===== src/pkg/sdio_regs.svh =====
`ifndef SDIO_REGS_SVH
`define SDIO_REGS_SVH

// Clock rate and timing figures.
`define SDIO_CLK_HZ 50000000
`define SDIO_DIFF_RATE_HZ 10000
`define SDIO_OC_RATE_HZ 500
`define SDIO_DIFF_MIN_CYC (`SDIO_CLK_HZ / `SDIO_DIFF_RATE_HZ)
`define SDIO_OC_MIN_CYC (`SDIO_CLK_HZ / `SDIO_OC_RATE_HZ)
`define SDIO_FB_LAG_NS 100000
`define SDIO_FB_LAG_CYC ((`SDIO_FB_LAG_NS * (`SDIO_CLK_HZ / 1000000)) / 1000)
`define SDIO_FB_QTR_CYC 25
`define SDIO_HOME_STEP_CYC 500
`define SDIO_BLINK_CYC 12500000

// Bit positions in the synchronised input vector.
`define SDIO_IN_CW 0
`define SDIO_IN_CCW 1
`define SDIO_IN_EXCITE 2
`define SDIO_IN_SEL0 3
`define SDIO_IN_HOME 4
`define SDIO_IN_PRESET 5
`define SDIO_IN_CLR 6
`define SDIO_IN_CCM 7
`define SDIO_IN_RES 8
`define SDIO_IN_W 9

// Reset values.
`define SDIO_POS_RST 32'sh0
`define SDIO_STATE_RST SDIO_IDLE

`endif


===== src/pkg/sdio_pkg.sv =====
package sdio_pkg;

	typedef enum logic [0:0] {
		SDIO_IDLE = 1'b0,
		SDIO_HOME = 1'b1
	} sdio_state_t;

	typedef struct packed {
		logic resettable;
		logic keep_current;
		logic [2:0] code;
	} sdio_fault_t;

	typedef struct packed {
		logic step;
		logic cw;
	} sdio_move_t;

endpackage : sdio_pkg


===== src/sdio_top.sv =====
// Notes on behaviour
// - Home input returns motor to position zero.
// - Power-up position is the electrical home.
// - Position reset zeroes command position, motor stationary.
// - Push mode reuses home/reset pins as selects.
// - Clear outside alarm zeroes deviation counter.
// - Step pulses ignored while clear is on.
// - Clear aborts any return operation.
// - Alarm drops fault output, blinks, cuts current unless keep_current.
// - Resettable alarm clears on reset input fall.
// - Current-control input selects current control mode.
// - Excite input gives ready and accepts pulses.
// - Alarm code shown on shared pins if enabled.
// - Torque flag when out of range or pushing.
// - Complete when no pulse and within 1.8 degrees.
// - Timing output every 7.2 degrees of shaft.
// - Timing only below 10 kHz / 500 Hz.
// - One A pulse per step of motion.
// - B runs at the A rate a quarter cycle behind going CW: one A rise with B low per step.
// - Feedback trails motion by at most 0.1 ms.
// - Warning follows warning or alarm conditions.
// - CW pulse adds a step, CCW subtracts.
`timescale 1ns/1ps
`default_nettype none
`include "sdio_regs.svh"

module sdio_top
	import sdio_pkg::*;
#(
	parameter int DIFF_MIN_CYC = `SDIO_DIFF_MIN_CYC,
	parameter int OC_MIN_CYC = `SDIO_OC_MIN_CYC,
	parameter int BLINK_CYC = `SDIO_BLINK_CYC
) (
	// Clock and reset.
	input wire logic CORE_CLK,
	input wire logic RST_N,
	// Opto inputs, high means current flowing.
	input wire logic STEP_CLOCKWISE,
	input wire logic STEP_COUNTERCLOCKWISE,
	input wire logic EXCITE_IN,
	input wire logic PUSH_CURRENT_SEL0,
	input wire logic HOME_RETURN_IN,
	input wire logic POSITION_RESET_IN,
	input wire logic CLEAR_OR_FAULT_RESET,
	input wire logic CURRENT_CONTROL_SELECT,
	input wire logic RESOLUTION_SELECT,
	// Configuration.
	input wire logic PUSH_MODE_EN,
	input wire logic MODE_SWITCH_CC,
	input wire logic FAULT_CODE_EN,
	input wire logic WARN_OWN_COND_EN,
	input wire logic [15:0] TICK_STEPS,
	// Motor side.
	input wire logic MOTOR_STEP,
	input wire logic MOTOR_CW,
	input wire logic FAULT_COND,
	input wire sdio_fault_t FAULT_INFO,
	input wire logic WARNING_COND,
	input wire logic TORQUE_OVER,
	input wire logic PUSH_ACTIVE,
	// Command to the position loop.
	output logic CMD_STEP,
	output logic CMD_CW,
	output logic signed [31:0] CMD_POSITION,
	output logic signed [31:0] DEVIATION,
	output logic [2:0] PUSH_CURRENT_SEL,
	output logic CURRENT_CONTROL_MODE,
	output logic MOTOR_CURRENT_EN,
	output logic RETURN_ABORT,
	output logic RETURN_BUSY,
	// Status outputs.
	output logic READY_OR_CODE0,
	output logic TORQUE_OR_CODE1,
	output logic MOTION_COMPLETE,
	output logic ROTATION_TICK_DIFF,
	output logic ROTATION_TICK_OC,
	output logic WARNING_OUT,
	output logic FAULT_OUT_N,
	output logic FAULT_LED,
	output logic FEEDBACK_PHASE_A,
	output logic FEEDBACK_PHASE_B
);

	function automatic logic [31:0] sdio_abs(input logic signed [31:0] v);
		sdio_abs = v[31] ? 32'(-v) : 32'(v);
	endfunction : sdio_abs

	logic [`SDIO_IN_W-1:0] s1_r, s2_r, prev_r;
	sdio_state_t state_r, state_nxt;
	logic first_r, alarm_r, tick_block_r, blink_r;
	logic [2:0] code_r;
	logic keep_r, resettable_r;
	logic [15:0] tick_steps_r, tick_cnt_r;
	logic [16:0] gap_r;
	logic [8:0] home_div_r;
	logic [23:0] blink_cnt_r;
	logic signed [31:0] rotor_r;
	sdio_move_t motion_w;

	// Opto inputs pass two flops before any edge or level logic.
	wire [`SDIO_IN_W-1:0] in_raw = {RESOLUTION_SELECT, CURRENT_CONTROL_SELECT,
		CLEAR_OR_FAULT_RESET, POSITION_RESET_IN, HOME_RETURN_IN, PUSH_CURRENT_SEL0,
		EXCITE_IN, STEP_COUNTERCLOCKWISE, STEP_CLOCKWISE};
	wire [`SDIO_IN_W-1:0] rise_w = s2_r & ~prev_r;
	wire [`SDIO_IN_W-1:0] fall_w = ~s2_r & prev_r;

	wire clr_w = s2_r[`SDIO_IN_CLR];
	wire excite_w = s2_r[`SDIO_IN_EXCITE];
	wire ready_w = first_r && excite_w && !alarm_r;
	wire accept_w = ready_w && !clr_w && (state_r == SDIO_IDLE);
	wire cw_w = accept_w && rise_w[`SDIO_IN_CW] && !s2_r[`SDIO_IN_CCW];
	wire ccw_w = accept_w && rise_w[`SDIO_IN_CCW] && !s2_r[`SDIO_IN_CW];
	wire home_go = !PUSH_MODE_EN && rise_w[`SDIO_IN_HOME] && accept_w;
	wire preset_w = !PUSH_MODE_EN && s2_r[`SDIO_IN_PRESET];
	wire home_tick = (home_div_r == 9'(`SDIO_HOME_STEP_CYC - 1));
	wire abort_w = clr_w && (state_r != SDIO_IDLE);
	// Clear gates the return step too, so no step slips out in the cycle clear arrives.
	wire home_step = (state_r == SDIO_HOME) && home_tick && (CMD_POSITION != 32'sh0)
		&& ready_w && !clr_w;
	wire step_w = cw_w || ccw_w || home_step;
	wire dir_w = cw_w || (home_step && CMD_POSITION[31]);
	wire dev_clr = clr_w && !alarm_r;
	wire fault_clr = fall_w[`SDIO_IN_CLR] && alarm_r && resettable_r;
	wire stationary = (gap_r == 17'(OC_MIN_CYC)) && !MOTOR_STEP;
	wire at_tick = (tick_cnt_r == 16'h0);
	wire [31:0] err_w = sdio_abs(CMD_POSITION - rotor_r);
	wire [31:0] tol_w = {18'h0, tick_steps_r[15:2]};
	wire no_pulse = !s2_r[`SDIO_IN_CW] && !s2_r[`SDIO_IN_CCW];
	wire [15:0] tick_top = tick_steps_r - 16'h1;
	wire [15:0] tick_nxt = MOTOR_CW ? (tick_cnt_r >= tick_top ? 16'h0 : tick_cnt_r + 16'h1)
		: (tick_cnt_r == 16'h0 ? tick_top : tick_cnt_r - 16'h1);
	wire tick_ok = at_tick && !tick_block_r;
	wire torque_w = TORQUE_OVER || (PUSH_MODE_EN && PUSH_ACTIVE);
	wire show_code = FAULT_CODE_EN && alarm_r;

	assign motion_w.step = MOTOR_STEP;
	assign motion_w.cw = MOTOR_CW;

	always_comb begin
		state_nxt = state_r;
		case (state_r)
			SDIO_IDLE: begin
				if (home_go) begin
					state_nxt = SDIO_HOME;
				end
			end
			SDIO_HOME: begin
				if (abort_w || CMD_POSITION == 32'sh0 || !ready_w) begin
					state_nxt = SDIO_IDLE;
				end
			end
			default: begin
				state_nxt = SDIO_IDLE;
			end
		endcase
	end

	always_ff @(posedge CORE_CLK) begin
		if (!RST_N) begin
			s1_r <= '0;
			s2_r <= '0;
			prev_r <= '0;
		end else begin
			s1_r <= in_raw;
			s2_r <= s1_r;
			prev_r <= s2_r;
		end
	end

	// Resolution-derived counts are caught once, after reset release.
	always_ff @(posedge CORE_CLK) begin
		if (!RST_N) begin
			first_r <= 1'b0;
			tick_steps_r <= 16'h1;
		end else if (!first_r) begin
			first_r <= 1'b1;
			tick_steps_r <= (TICK_STEPS == 16'h0) ? 16'h1 : TICK_STEPS;
		end
	end

	always_ff @(posedge CORE_CLK) begin
		if (!RST_N) begin
			state_r <= `SDIO_STATE_RST;
			home_div_r <= 9'h0;
			RETURN_ABORT <= 1'b0;
		end else begin
			state_r <= state_nxt;
			home_div_r <= home_tick ? 9'h0 : home_div_r + 9'h1;
			RETURN_ABORT <= abort_w;
		end
	end

	// Position and deviation start at zero: power-up spot is home.
	always_ff @(posedge CORE_CLK) begin
		if (!RST_N) begin
			CMD_POSITION <= `SDIO_POS_RST;
			rotor_r <= `SDIO_POS_RST;
			DEVIATION <= `SDIO_POS_RST;
			CMD_STEP <= 1'b0;
			CMD_CW <= 1'b0;
		end else begin
			CMD_STEP <= step_w && !preset_w;
			CMD_CW <= dir_w;
			if (preset_w) begin
				CMD_POSITION <= 32'sh0;
				rotor_r <= 32'sh0;
			end else begin
				CMD_POSITION <= CMD_POSITION + (step_w ? (dir_w ? 32'sh1 : -32'sh1) : 32'sh0);
				rotor_r <= rotor_r + (MOTOR_STEP ? (MOTOR_CW ? 32'sh1 : -32'sh1) : 32'sh0);
			end
			if (dev_clr) begin
				DEVIATION <= 32'sh0;
			end else begin
				DEVIATION <= DEVIATION + (step_w ? (dir_w ? 32'sh1 : -32'sh1) : 32'sh0)
					- (MOTOR_STEP ? (MOTOR_CW ? 32'sh1 : -32'sh1) : 32'sh0);
			end
		end
	end

	// A new fault wins over a reset edge arriving in the same cycle.
	always_ff @(posedge CORE_CLK) begin
		if (!RST_N) begin
			alarm_r <= 1'b0;
			code_r <= 3'h0;
			keep_r <= 1'b0;
			resettable_r <= 1'b0;
		end else if (FAULT_COND && !alarm_r) begin
			alarm_r <= 1'b1;
			code_r <= FAULT_INFO.code;
			keep_r <= FAULT_INFO.keep_current;
			resettable_r <= FAULT_INFO.resettable;
		end else if (fault_clr && !FAULT_COND) begin
			alarm_r <= 1'b0;
		end
	end

	always_ff @(posedge CORE_CLK) begin
		if (!RST_N) begin
			blink_cnt_r <= 24'h0;
			blink_r <= 1'b0;
		end else if (blink_cnt_r == 24'(BLINK_CYC - 1)) begin
			blink_cnt_r <= 24'h0;
			blink_r <= !blink_r;
		end else begin
			blink_cnt_r <= blink_cnt_r + 24'h1;
		end
	end

	// Gap saturates at the slow limit; it doubles as the standstill test.
	always_ff @(posedge CORE_CLK) begin
		if (!RST_N) begin
			gap_r <= 17'(OC_MIN_CYC);
			tick_cnt_r <= 16'h0;
			tick_block_r <= 1'b0;
		end else begin
			if (MOTOR_STEP) begin
				gap_r <= 17'h0;
				tick_cnt_r <= tick_nxt;
			end else if (gap_r != 17'(OC_MIN_CYC)) begin
				gap_r <= gap_r + 17'h1;
			end
			if ((rise_w[`SDIO_IN_RES] || fall_w[`SDIO_IN_RES]) && !(at_tick && stationary)) begin
				tick_block_r <= 1'b1;
			end
		end
	end

	always_ff @(posedge CORE_CLK) begin
		if (!RST_N) begin
			READY_OR_CODE0 <= 1'b0;
			TORQUE_OR_CODE1 <= 1'b0;
			MOTION_COMPLETE <= 1'b0;
			ROTATION_TICK_DIFF <= 1'b0;
			ROTATION_TICK_OC <= 1'b0;
			WARNING_OUT <= 1'b0;
			FAULT_OUT_N <= 1'b0;
			FAULT_LED <= 1'b0;
			MOTOR_CURRENT_EN <= 1'b0;
			CURRENT_CONTROL_MODE <= 1'b0;
			PUSH_CURRENT_SEL <= 3'h0;
			RETURN_BUSY <= 1'b0;
		end else begin
			READY_OR_CODE0 <= show_code ? code_r[0] : ready_w;
			TORQUE_OR_CODE1 <= show_code ? code_r[1] : torque_w;
			ROTATION_TICK_OC <= show_code ? code_r[2]
				: (tick_ok && gap_r >= 17'(OC_MIN_CYC));
			ROTATION_TICK_DIFF <= tick_ok && gap_r >= 17'(DIFF_MIN_CYC);
			MOTION_COMPLETE <= no_pulse && (err_w <= tol_w);
			WARNING_OUT <= WARN_OWN_COND_EN ? WARNING_COND : FAULT_COND;
			FAULT_OUT_N <= !alarm_r;
			FAULT_LED <= alarm_r && blink_r;
			MOTOR_CURRENT_EN <= excite_w && !(alarm_r && !keep_r);
			CURRENT_CONTROL_MODE <= MODE_SWITCH_CC || s2_r[`SDIO_IN_CCM];
			PUSH_CURRENT_SEL <= PUSH_MODE_EN ? {s2_r[`SDIO_IN_PRESET], s2_r[`SDIO_IN_HOME],
				s2_r[`SDIO_IN_SEL0]} : 3'h0;
			RETURN_BUSY <= (state_nxt == SDIO_HOME);
		end
	end

	sdio_quad u_quad (
		.clk(CORE_CLK),
		.rst_n(RST_N),
		.move(motion_w),
		.phase_a(FEEDBACK_PHASE_A),
		.phase_b(FEEDBACK_PHASE_B)
	);
endmodule : sdio_top
`default_nettype wire


===== src/sdio_quad.sv =====
`timescale 1ns/1ps
`default_nettype none
`include "sdio_regs.svh"

module sdio_quad
	import sdio_pkg::*;
(
	// Clock and reset.
	input wire logic clk,
	input wire logic rst_n,
	// Actual motion.
	input wire sdio_move_t move,
	// Quadrature outputs.
	output logic phase_a,
	output logic phase_b
);

	localparam int QTR = `SDIO_FB_QTR_CYC;
	localparam int LAGQ = `SDIO_FB_LAG_CYC / `SDIO_FB_QTR_CYC;

	logic [4:0] div_r;
	logic signed [9:0] pend_r;
	logic [1:0] ph_r;
	wire qtr_en = (div_r == 5'(QTR - 1));
	wire go_up = qtr_en && (pend_r > 10'sd0);
	wire go_dn = qtr_en && (pend_r < 10'sd0);
	wire signed [9:0] add_w = move.step ? (move.cw ? 10'sd4 : -10'sd4) : 10'sd0;
	wire signed [9:0] take_w = go_up ? -10'sd1 : (go_dn ? 10'sd1 : 10'sd0);

	// Backlog is kept in quarter cycles so a reversal cancels pending travel.
	always_ff @(posedge clk) begin
		if (!rst_n) begin
			div_r <= 5'h0;
			pend_r <= 10'sh0;
			ph_r <= 2'h0;
			phase_a <= 1'b0;
			phase_b <= 1'b0;
		end else begin
			div_r <= qtr_en ? 5'h0 : div_r + 5'h1;
			pend_r <= pend_r + add_w + take_w;
			ph_r <= go_up ? ph_r + 2'h1 : (go_dn ? ph_r - 2'h1 : ph_r);
			phase_a <= ph_r[1] ^ ph_r[0];
			phase_b <= ph_r[1];
		end
	end
endmodule : sdio_quad
`default_nettype wire


===== config.mk =====
export PLATFORM = sky130hd
export DESIGN_NAME = sdio_top
export DESIGN_NICKNAME = d
export VERILOG_FILES = /design/src/pkg/sdio_pkg.sv /design/src/sdio_top.sv /design/src/sdio_quad.sv
export VERILOG_INCLUDE_DIRS = /design/src /design/src/pkg
export SDC_FILE = /design/constraint.sdc
export NUM_CORES = 1
export LEC_CHECK = 0
export ABC_AREA = 1
export ABC_CLOCK_PERIOD_IN_PS = 9000
export BUFFER_PORTS_ARGS = -buffer_cell sky130_fd_sc_hd__buf_2
export CAP_MARGIN = 10
export CORE_AREA = 2 2 185 187
export CTS_CLUSTER_DIAMETER = 50
export DETAILED_ROUTE_END_ITERATION = 12
export DIE_AREA = 0 0 187 189
export GPL_ROUTABILITY_DRIVEN = 0
export PLACE_DENSITY_LB_ADDON = 0.15
export SLEW_MARGIN = 30
export SYNTH_ARGS = -nofsm -noshare
export SYNTH_HDL_FRONTEND = slang
export SYNTH_HIERARCHICAL = 1
export SYNTH_SLANG_ARGS = --single-unit

===== constraint.sdc =====
create_clock -name CORE_CLK -period 9 [get_ports CORE_CLK]
set_input_delay 0.9 -clock CORE_CLK [delete_from_list [all_inputs] [get_ports CORE_CLK]]
set_output_delay 0.9 -clock CORE_CLK [all_outputs]
set_load 0.005 [all_outputs]

# ---- Word-level counts from Yosys, hierarchy flattened
# Cells that the tools add are included.
# Widths: inputs -> output; s select.
dict set report word_totals {
  register_bits 250
  output_inout_bits 83
  in_bits 42
  wordCells 175
}
dict set report op_classes {
  bitwise 7
  mux 27
  n_reduce_logical 74
  magnitude_cmp 6
  eq_ne 5
  add_sub_neg 17
}
# operator n
set ops {}
lappend ops {{$mux 32} 5}
lappend ops {{$add 32x32->32} 3}
lappend ops {{$mux 16} 4}
lappend ops {{$sub 32x32->32} 2}
lappend ops {{$logic_and 1x1->1} 38}
lappend ops {{$mux 17} 2}
lappend ops {{$le 32x14->1} 1}
lappend ops {{$logic_not 16->1} 2}
lappend ops {{$logic_not 32->1} 1}
lappend ops {{$neg 32->32} 1}
lappend ops {{$reduce_bool 32->1} 1}
lappend ops {{$sub 16x1->16 const B} 2}
lappend ops {{$mux 10} 3}
lappend ops {{$add 24x1->24 const B} 1}
lappend ops {{$eq 24x24->1 const B} 1}
lappend ops {{$add 10x10->10} 2}
lappend ops {{$and 9x9->9} 2}
lappend ops {{$not 9->9} 2}
lappend ops {{$add 17x1->17 const B} 1}
lappend ops {{$eq 17x17->1 const B} 1}
lappend ops {{$ge 17x13->1 const B} 1}
lappend ops {{$ge 17x17->1 const B} 1}
lappend ops {{$ne 17x17->1 const B} 1}
lappend ops {{$add 16x1->16 const B} 1}
lappend ops {{19 further kinds} 57}

# ---- Logic depth before layout (Yosys ltp)
# Gate-level depths: netlist of the first run.
dict set report logic_depth {
  word_depth 11
  mapped_depth 33
  depth_no_buf 33
}

# ---- Hierarchy
# The synthesis of the first run kept the hierarchy.
# module seq_area_each_um2 area_each_um2 n_inst cells_each
set by_module_without_submodules {}
lappend by_module_without_submodules {sdio_top 4544.4 18541.5 1 2881}
lappend by_module_without_submodules {sdio_quad 380.4 1262.5 1 159}

# ---- Least setup slack after synthesis of the first run
# Ideal clock, no wire load.
dict set report synth_path {
  path_type {input to register}
  from {in MOTOR_STEP}
  to {reg DEVIATION[26]}
  setup_ns 0.070
  slack_ns 1.564
  t_arrival_ns 7.365
  t_required_ns 8.930
  n_path_buf 0
  cell_stages 21
  cell_sequence {inv_1 nor2_1 fa_1 fa_1 o21ai_0 inv_1 nor2_1 nor2_1 o21ai_0 nand2_1 nand2_1 a21oi_1 inv_1 nand2_1 nand2_1 nand2_1 o21ai_0 nand2_1 nand2_1 nand2_1 a21oi_1}
}
dict set report synth_between {
  elab_chain_cells 2
}
# element line_no
set synth_lines {}
lappend synth_lines {{start, declared} sdio_top.sv:54} ;# input wire logic MOTOR_STEP,
lappend synth_lines {{$mux 32} sdio_top.sv:215} ;# - (MOTOR_STEP ? (MOTOR_CW ? 32'sh1 : -32'sh1) : 32'sh0);
lappend synth_lines {{$sub 32x32->32} sdio_top.sv:215}
lappend synth_lines {{end signal, assigned} sdio_top.sv:198} ;# DEVIATION <= `SDIO_POS_RST;
lappend synth_lines {{end signal, assigned} sdio_top.sv:214} ;# DEVIATION <= DEVIATION + (step_w ? (dir_w ? 32'sh1 : -32'sh1) : 32'sh0)
lappend synth_lines {{end, declared} sdio_top.sv:65} ;# output logic signed [31:0] DEVIATION,
# Every way passes these cells.
# A chain may end at the register's enable or synchronous reset.

# ---- Final worst setup path of the first run
dict set report layout_path {
  from {reg first_r}
  to {reg DEVIATION[26]}
}
dict set report layout_between {
  elab_chain_cells 11
}
# element line_no
set layout_lines {}
lappend layout_lines {{start, declared} sdio_top.sv:90} ;# logic first_r, alarm_r, tick_block_r, blink_r;
lappend layout_lines {{start signal, assigned} sdio_top.sv:173} ;# first_r <= 1'b0;
lappend layout_lines {{start signal, assigned} sdio_top.sv:176} ;# first_r <= 1'b1;
lappend layout_lines {{$logic_and 1x1->1 * (2 in a row)} sdio_top.sv:109} ;# wire ready_w = first_r && excite_w && !alarm_r;
lappend layout_lines {{$logic_and 1x1->1 (2 in a row)} sdio_top.sv:110} ;# wire accept_w = ready_w && !clr_w && (state_r == SDIO_IDLE);
lappend layout_lines {{$logic_and 1x1->1 (on tied branches) (2 in a row)} {sdio_top.sv:111, sdio_top.sv:112}}
lappend layout_lines {{$logic_or 1x1->1 (on tied branches)} {sdio_top.sv:121, sdio_top.sv:120}}
lappend layout_lines {{$mux 32 or $logic_or 1x1->1 (tied branches)} {sdio_top.sv:214, sdio_top.sv:120}}
lappend layout_lines {{$mux 32 *} sdio_top.sv:214}
lappend layout_lines {{$add 32x32->32 *} sdio_top.sv:214}
lappend layout_lines {{$sub 32x32->32 *} sdio_top.sv:215}
# Mark *: on every way between the ends. The rest lies on a longest branch, timed or not.

==> flow_summary_export.csv, run 1 <==
group,metric,value,unit
outcome,status,"complete, no violations",
synth,yosys.area_share.simple,29.14,%
route,dr.pass1.iters,6,
setup_path,r2r_setup_slack,3550,ps
cts,clockRootBuffer,"clkbuf_16",
synth,synth_xor_area_share,2.786,%
cts,clk_pin_slew,60,ps
power_and_ir_drop,power.density,210.3,nW/um^2
power_and_ir_drop,seqPwrFrac,27.5,%
global_route,grt_pass1_wl,87.71,mm
timing,post-route-period-util,60.54,%
timing,slew_headroom,39.04,%
synth,async_flop_share,0,%
placement,placed_area,20870,sq um
power_and_ir_drop,p_sw_share,40.06,%
setup_path,crit_type,"reg -> reg",
route,wl,52.47,mm
route,drc_errors,0,
global_route,grt-ovfl-total,0,
synth,synth_cell_type_count,55,
route,vias,19930,
placement,hpwl,40.61,mm
setup_path,critPathLaunchType,"flip-flop",
run,maxCapViolations,0,
synth,synthFlopType,"dfxtp_1",
cts,cts_resized,0,
timing,period_minus_slack,5449,ps
timing,hold_viol_final,0,
synth,synth_seq_area_share,24.87,%
cts,numCtsBuffers,37,
setup_path,cp_max_fo,34,
synth,yosys_warnings,6,
power_and_ir_drop,p_comb_share,41.0,%
setup_path,end_kind,"flip-flop",
cells_and_area,instances_no_fill,3641,
timing,fmax,183.5,MHz
route,drtIter0Drc,1322,
timing,grt_setup_unrepaired,"no",
cts,cts.sinks,246,
synth,ys_ff_latch,246,
floorplanning,die_h,189,microns
placement,dp_cells,3577,
cells_and_area,layout.nets,3428,
synth,synth_fa_ha_area_share,15.37,%
power_and_ir_drop,leakagePower,11.49,nW
route,wl_per_cell,14.41,microns
cells_and_area,area_growth,11.71,%
synth,synth_mux_area_share,0.05054,%
placement,portBuffers,124,
cells_and_area,final_area,22120,sq um
power_and_ir_drop,p_int,2.789,mW
global_route,grt_usage,29.53,%
cts,clock_path_buffers,3,
timing,setup_viol,0,
synth,synth_fp_nets,3300,
setup_path,cp.arrival,5930,ps
floorplanning,die_x,187,microns
synth,synth_area,19800,sq um
cts,cts_tree,"yes",
synth,synth_compound_area_share,16.16,%
floorplanning,io_pins,125,
floorplanning,rows,67,
setup_path,slowest_delay,700,ps
global_route,grt_pass1_vias,19110,
setup_path,crit_top_cell,"nand2_1",
synth,synth-edff-count,0,
hold_path,hold_path.class,"reg -> reg",
synth,synth_top_family_by_area,"simple AND/OR/NAND/NOR gates",
power_and_ir_drop,clkPwrFrac,31.4,%
timing,tns,0,ps
floorplanning,start_util,59.51,%
route,vias_per_cell,5.474,
setup_path,required,9480,ps
floorplanning,coreArea,33280,sq um
cts,post_cts_buffers,0,
power_and_ir_drop,power_switching,1.864,mW
cells_and_area,drive_above_1_share,8.929,%
route,ant_nets,0,
timing,finalMaxSlewViolations,0,
cts,h-tree-depth,2,
setup_path,crit_path_top_delay_cell,"dfxtp_2",
global_route,grt_max_degree,79,
global_route,antenna_found_initial,1,
synth,syn_inst,3040,
timing,worst_pin_slew,911.0,ps
timing,finalClockSkew,20.79,ps
floorplanning,die-area,35340,sq um
synth,synth.avg_cell_area,6.514,sq um
power_and_ir_drop,vdd.ir_drop.worst,234.3,uV
cts,hold_buffers,0,
cts,worstSkewPairLatency,560,ps
## layout by cell type, fill, tap and decap left out, types with 7 or more instances in the layout
master | netlist | routed
nand3_2 | 8 | 8
nand4_1 | 52 | 52
nand2_2 | 21 | 21
inv_2 | 12 | 15
a211oi_1 | 15 | 15
a21o_1 | 7 | 7
nand2_1 | 660 | 659
nor4_1 | 21 | 20
nor3_1 | 48 | 48
nand3b_1 | 7 | 7
o211ai_1 | 11 | 11
xnor2_1 | 9 | 9
dfxtp_1 | 246 | 245
o21ai_1 | 9 | 9
o21a_1 | 35 | 35
nor2_1 | 311 | 310
nor3b_1 | 7 | 7
o21ai_0 | 157 | 156
a21oi_1 | 270 | 270
clkbuf_16 | 0 | 38
inv_1 | 552 | 549
buf_2 | 0 | 124
ha_1 | 176 | 176
nor2_2 | 9 | 9
xor2_1 | 54 | 54
a31oi_1 | 33 | 33
fa_1 | 42 | 42
nand3_1 | 146 | 146
or2_2 | 25 | 25
## cell usage after synthesis, types with 11 or more instances
cell / number / area (sq um)
nand3_1: 146 / 730.7
ha_1: 176 / 2202
a21oi_1: 270 / 1351
o211ai_1: 11 / 82.58
o21a_1: 35 / 262.8
inv_2: 12 / 45.04
inv_1: 552 / 2072
a211oi_1: 15 / 112.6
nand2_1: 660 / 2477
a31oi_1: 33 / 206.5
nor3_1: 48 / 240.2
dfxtp_1: 246 / 4925
xor2_1: 54 / 473.0
nor2_1: 311 / 1167
nand4_1: 52 / 325.3
fa_1: 42 / 840.8
o21ai_0: 157 / 785.8
or2_2: 25 / 156.4
nor4_1: 21 / 131.4
nand2_2: 21 / 131.4
clkbuf_1: 36 / 135.1
## sequential cells by signal, summed over array words and instances (netlist names), 2 cells and up
register and flops:
CMD_POSITION 32, DEVIATION 32, PUSH_CURRENT_SEL 3, blink_cnt_r 24, code_r 3, gap_r 17, home_div_r 9, prev_r 5
rotor_r 32, s1_r 9, s2_r 9, tick_cnt_r 16, tick_steps_r 16, u_quad/div_r 5, u_quad/pend_r 10, u_quad/ph_r 2
## worst max-delay path, delay by kind of cell, from the launching register on
kind / cells / cell delay, ps
and+or+nand+nor: 16 / 2110
adders and majority gates: 2 / 1040
AOI/OAI and AO/OA: 6 / 1120
DFF: 1 / 700
buffers and inverters: 5 / 390
## per-layer routing
metal / part of all wire, % / up-vias / GRT usage, %
met5: 0 / - / 0
met4: 3.0 / 0 / 10.16
met3: 6.5 / 115 / 4.578
met2: 46 / 621 / 51.39
met1: 44 / 9054 / 37.26
li1: - / 10140 / -
## power by group through the flow
stage / registers, mW / clock network (mW) / logic (mW)
2_1_floorplan: 1.28 / 0 / 1.45
3_3_place_gp: 1.30 / 0 / 1.82
3_5_place_dp: 1.30 / 0 / 1.87
4_1_cts: 1.28 / 1.49 / 1.89
5_1_grt: 1.29 / 1.53 / 2.19
6_report: 1.28 / 1.46 / 1.91
## through the flow
step                hold slack [ps]  setup WS, ps  utilization [%]  power [mW]
floorplan                     390.5          1564                -       2.729
global placement              392.2          2782            62.68       3.114
detailed placement            400.7          3304            62.70       3.174
CTS                           409.8          3209            66.44       4.656
global route                  433.1          2911            66.47       5.019
finish                        408.2          3551            66.47       4.652
## path summary, 6_finish.rpt
check | start | depth (start not counted) | end
worst max-delay path | first_r | 29 | DEVIATION[26]
worst min-delay path | s2_r[3] | 2 | PUSH_CURRENT_SEL[0]
worst max register to register | first_r | 29 | DEVIATION[26]
worst min register to register | s2_r[3] | 2 | PUSH_CURRENT_SEL[0]
## cells by family after synthesis
logic type | count (synthesis)
AO/OA/AOI/OAI | 572
multiplexers | 1
XOR/XNOR | 63
AND/OR/NAND/NOR | 1333
flip-flops | 246
buffers and inverters | 607
adder cells (fa/ha/maj) | 218
## cell type report
| class | instances | area, sq um |
|---|---|---|
| multi-input combinational | 2187 | 12600 |
| antenna | 1 | 2.502 |
| fill | 3039 | 11160 |
| clock buffer | 42 | 985.9 |
| clock inverter | 21 | 260.3 |
| inverter | 567 | 2128 |
| tap | 448 | 560.5 |
| timing repair buffer | 129 | 658.1 |
| sequential | 246 | 4926 |
(Power assumes the default switching activity.)
==> run 2, diff against run 1 <==
--- a/config.mk
+++ b/config.mk
@@ -7,7 +7,7 @@
 export NUM_CORES = 1
 export LEC_CHECK = 0
 export ABC_AREA = 1
-export ABC_CLOCK_PERIOD_IN_PS = 9000
+export ABC_CLOCK_PERIOD_IN_PS = 5400
 export BUFFER_PORTS_ARGS = -buffer_cell sky130_fd_sc_hd__buf_2
 export CAP_MARGIN = 10
 export CORE_AREA = 2 2 185 187
==> constraint.sdc (replaced) <==
create_clock -name CORE_CLK -period 5.4 [get_ports CORE_CLK]
set_input_delay 0.54 -clock CORE_CLK [delete_from_list [all_inputs] [get_ports CORE_CLK]]
set_output_delay 0.54 -clock CORE_CLK [all_outputs]
set_load 0.005 [all_outputs]
==> flow_summary_export.csv, run 2 (same netlist as run 1, synthesis figures left out) <==
group,metric,value,unit
cts,post_cts_buffers,0,
route,ant_nets,0,
setup_path,crit_family,"simple AND/OR/NAND/NOR gates",
timing,fmax,205.6,MHz
run,maxCapViolations,0,
cells_and_area,post-route-util,66.73,%
hold_path,hold_depth,3,
setup_path,crit_type,"reg -> reg",
cells_and_area,area_growth,12.14,%
global_route,grt_pass1_vias,19230,
outcome,status,"complete, no violations",
global_route,antenna_found_initial,0,
floorplanning,start_util,59.51,%
cells_and_area,layout.nets,3434,
cts,cts_tree,"yes",
cts,hold_buffers,0,
cells_and_area,final_cell_mix,"659 x nand2_1, 550 x inv_1, 309 x nor2_1",
setup_path,required,5870,ps
cts,numCtsBuffers,38,
cells_and_area,fill_cells,3003,
setup_path,crit_path_top_delay_cell,"fa_1",
timing,worst_slack,535.5,ps
floorplanning,coreArea,33280,sq um
setup_path,critPathLaunchType,"flip-flop",
timing,grt_setup_unrepaired,"no",
floorplanning,io_pins,125,
placement,place_ws,521.0,ps
floorplanning,die_h,189,microns
cts,clockRootBuffer,"clkbuf_16",
setup_path,cp_max_fo,23,
power_and_ir_drop,vdd.ir_drop.worst,350.2,uV
placement,dp_cells,3582,
cells_and_area,drive_above_1_share,9.085,%
timing,worst_pin_slew,791.4,ps
setup_path,crit_buf_inv,2,
cells_and_area,layout_commonest_cell,"nand2_1",
power_and_ir_drop,leakagePower,11.55,nW
cells_and_area,diodes,0,
placement,portBuffers,124,
timing,hold_viol_final,0,
timing,post-route-period-util,90.08,%
timing,whs,177.9,ps
hold_path,hold_path.class,"in -> reg",
placement,hpwl,42.20,mm
route,vias_per_cell,5.538,
route,vias,20220,
cts,clk_pin_slew,50,ps
global_route,grt_max_degree,75,
global_route,grt_pass1_wl,90.18,mm
floorplanning,die_x,187,microns
setup_path,cp_num_cells,19,
route,drtIter0Drc,1674,
cts,worstSkewPairLatency,540,ps
timing,slew_headroom,47.05,%
floorplanning,rows,67,
cts,h-tree-depth,2,
route,wl,53.93,mm
timing,tns,0,ps
timing,setup_viol,0,
cts,clock_path_buffers,3,
timing,finalMaxSlewViolations,0,
floorplanning,die-area,35340,sq um
setup_path,reg2reg_depth,19,
cells_and_area,instances_no_fill,3651,
setup_path,slowest_delay,500,ps
global_route,grt-ovfl-total,0,
cells_and_area,reg_top3,"CMD_POSITION: 32 flops, DEVIATION: 32 flops, rotor_r: 32 flops",
cts,cts.sinks,246,
setup_path,path_cells,"nor4_1 > nand4_1 > nor2_1 > nor3_1 > a31oi_1 > nand2_2 > buf_6 > fa_1 > inv_1 > ha_1 > a21oi_1 > nor2_1 > a211oi_1 > o21ai_0 > a221oi_1 > nand2_1 > a21o_1 > or2_2 > a21oi_1",
route,dr.pass1.iters,5,
route,wl_per_cell,14.77,microns
setup_path,end_kind,"flip-flop",
timing,finalClockSkew,24.74,ps
setup_path,cp.arrival,5340,ps
global_route,grt_usage,30.49,%
route,drc_errors,0,
timing,period_minus_slack,4865,ps
power_and_ir_drop,power.density,353.7,nW/um^2
[run 2: cell count changes in the layout (fill, tap and decap cells not counted), sizes merged]
| cell | before | now |
|---|---|---|
| clkinvlp | 4 | 3 |
| inv | 571 | 574 |
| clkinv | 10 | 9 |
| diode | 1 | 0 |
| buf | 129 | 134 |
| clkbuf | 42 | 47 |
[run 2: through the flow]
step                instance area [sq um]  power (mW)
floorplan                           19810       4.550
global placement                    20910       5.224
detailed placement                  20910       5.327
CTS                                 22200       7.861
global route                        22210       8.458
finish                              22210       7.855
[run 2: worst reg2reg max path, delay by kind of cell, from the launching register on]
| kind | cells | cell delay, ps |
|---|---|---|
| AO/OA/AOI/OAI | 7 | 1580 |
| adder cells (fa/ha/maj) | 2 | 860 |
| flip-flops | 1 | 340 |
| AND/OR/NAND/NOR | 8 | 1680 |
| buffers and inverters | 2 | 340 |
[run 2: repair_timing]
action | CTS | global route
hold endpoints to repair | 0 | 0
gates resized for setup | 0 | 2
setup endpoints to repair | 0 | 1
[run 2: area by class of cell]
type / instances / area [sq um] / area share [%]
Multi-Input combinational cell: 2187 / 12590 / 56.70
Sequential cell: 246 / 4925 / 22.17
Inverter: 567 / 2128 / 9.583
Clock buffer: 47 / 1036 / 4.665
Timing Repair Buffer: 134 / 711.9 / 3.206
Tap cell: 448 / 560.5 / 2.524
Clock inverter: 22 / 255.2 / 1.149
[run 2: metal layers]
layer / up-vias / global-route usage [%] / routed length [microns]
li1: 10150 / - / -
met1: 9274 / 39.22 / 23520
met2: 669 / 52.27 / 24740
met3: 123 / 4.986 / 4042
met4: 0 / 9.860 / 1628
met5: - / 0 / 0
[run 2: path summary, 6_finish.rpt]
kind	slack (ps)	startpoint	endpoint
setup reg to reg	540	CMD_POSITION[28]	DEVIATION[29]
hold / removal	180	POSITION_RESET_IN	s1_r[5]
hold reg to reg	410	s1_r[4]	s2_r[4]
setup / recovery	540	CMD_POSITION[28]	DEVIATION[29]
[run 2: report_power, final]
part           switching [mW]  internal [mW]
Combinational            2.04           1.17
Clock                   0.963           1.54
Sequential              0.144           2.00
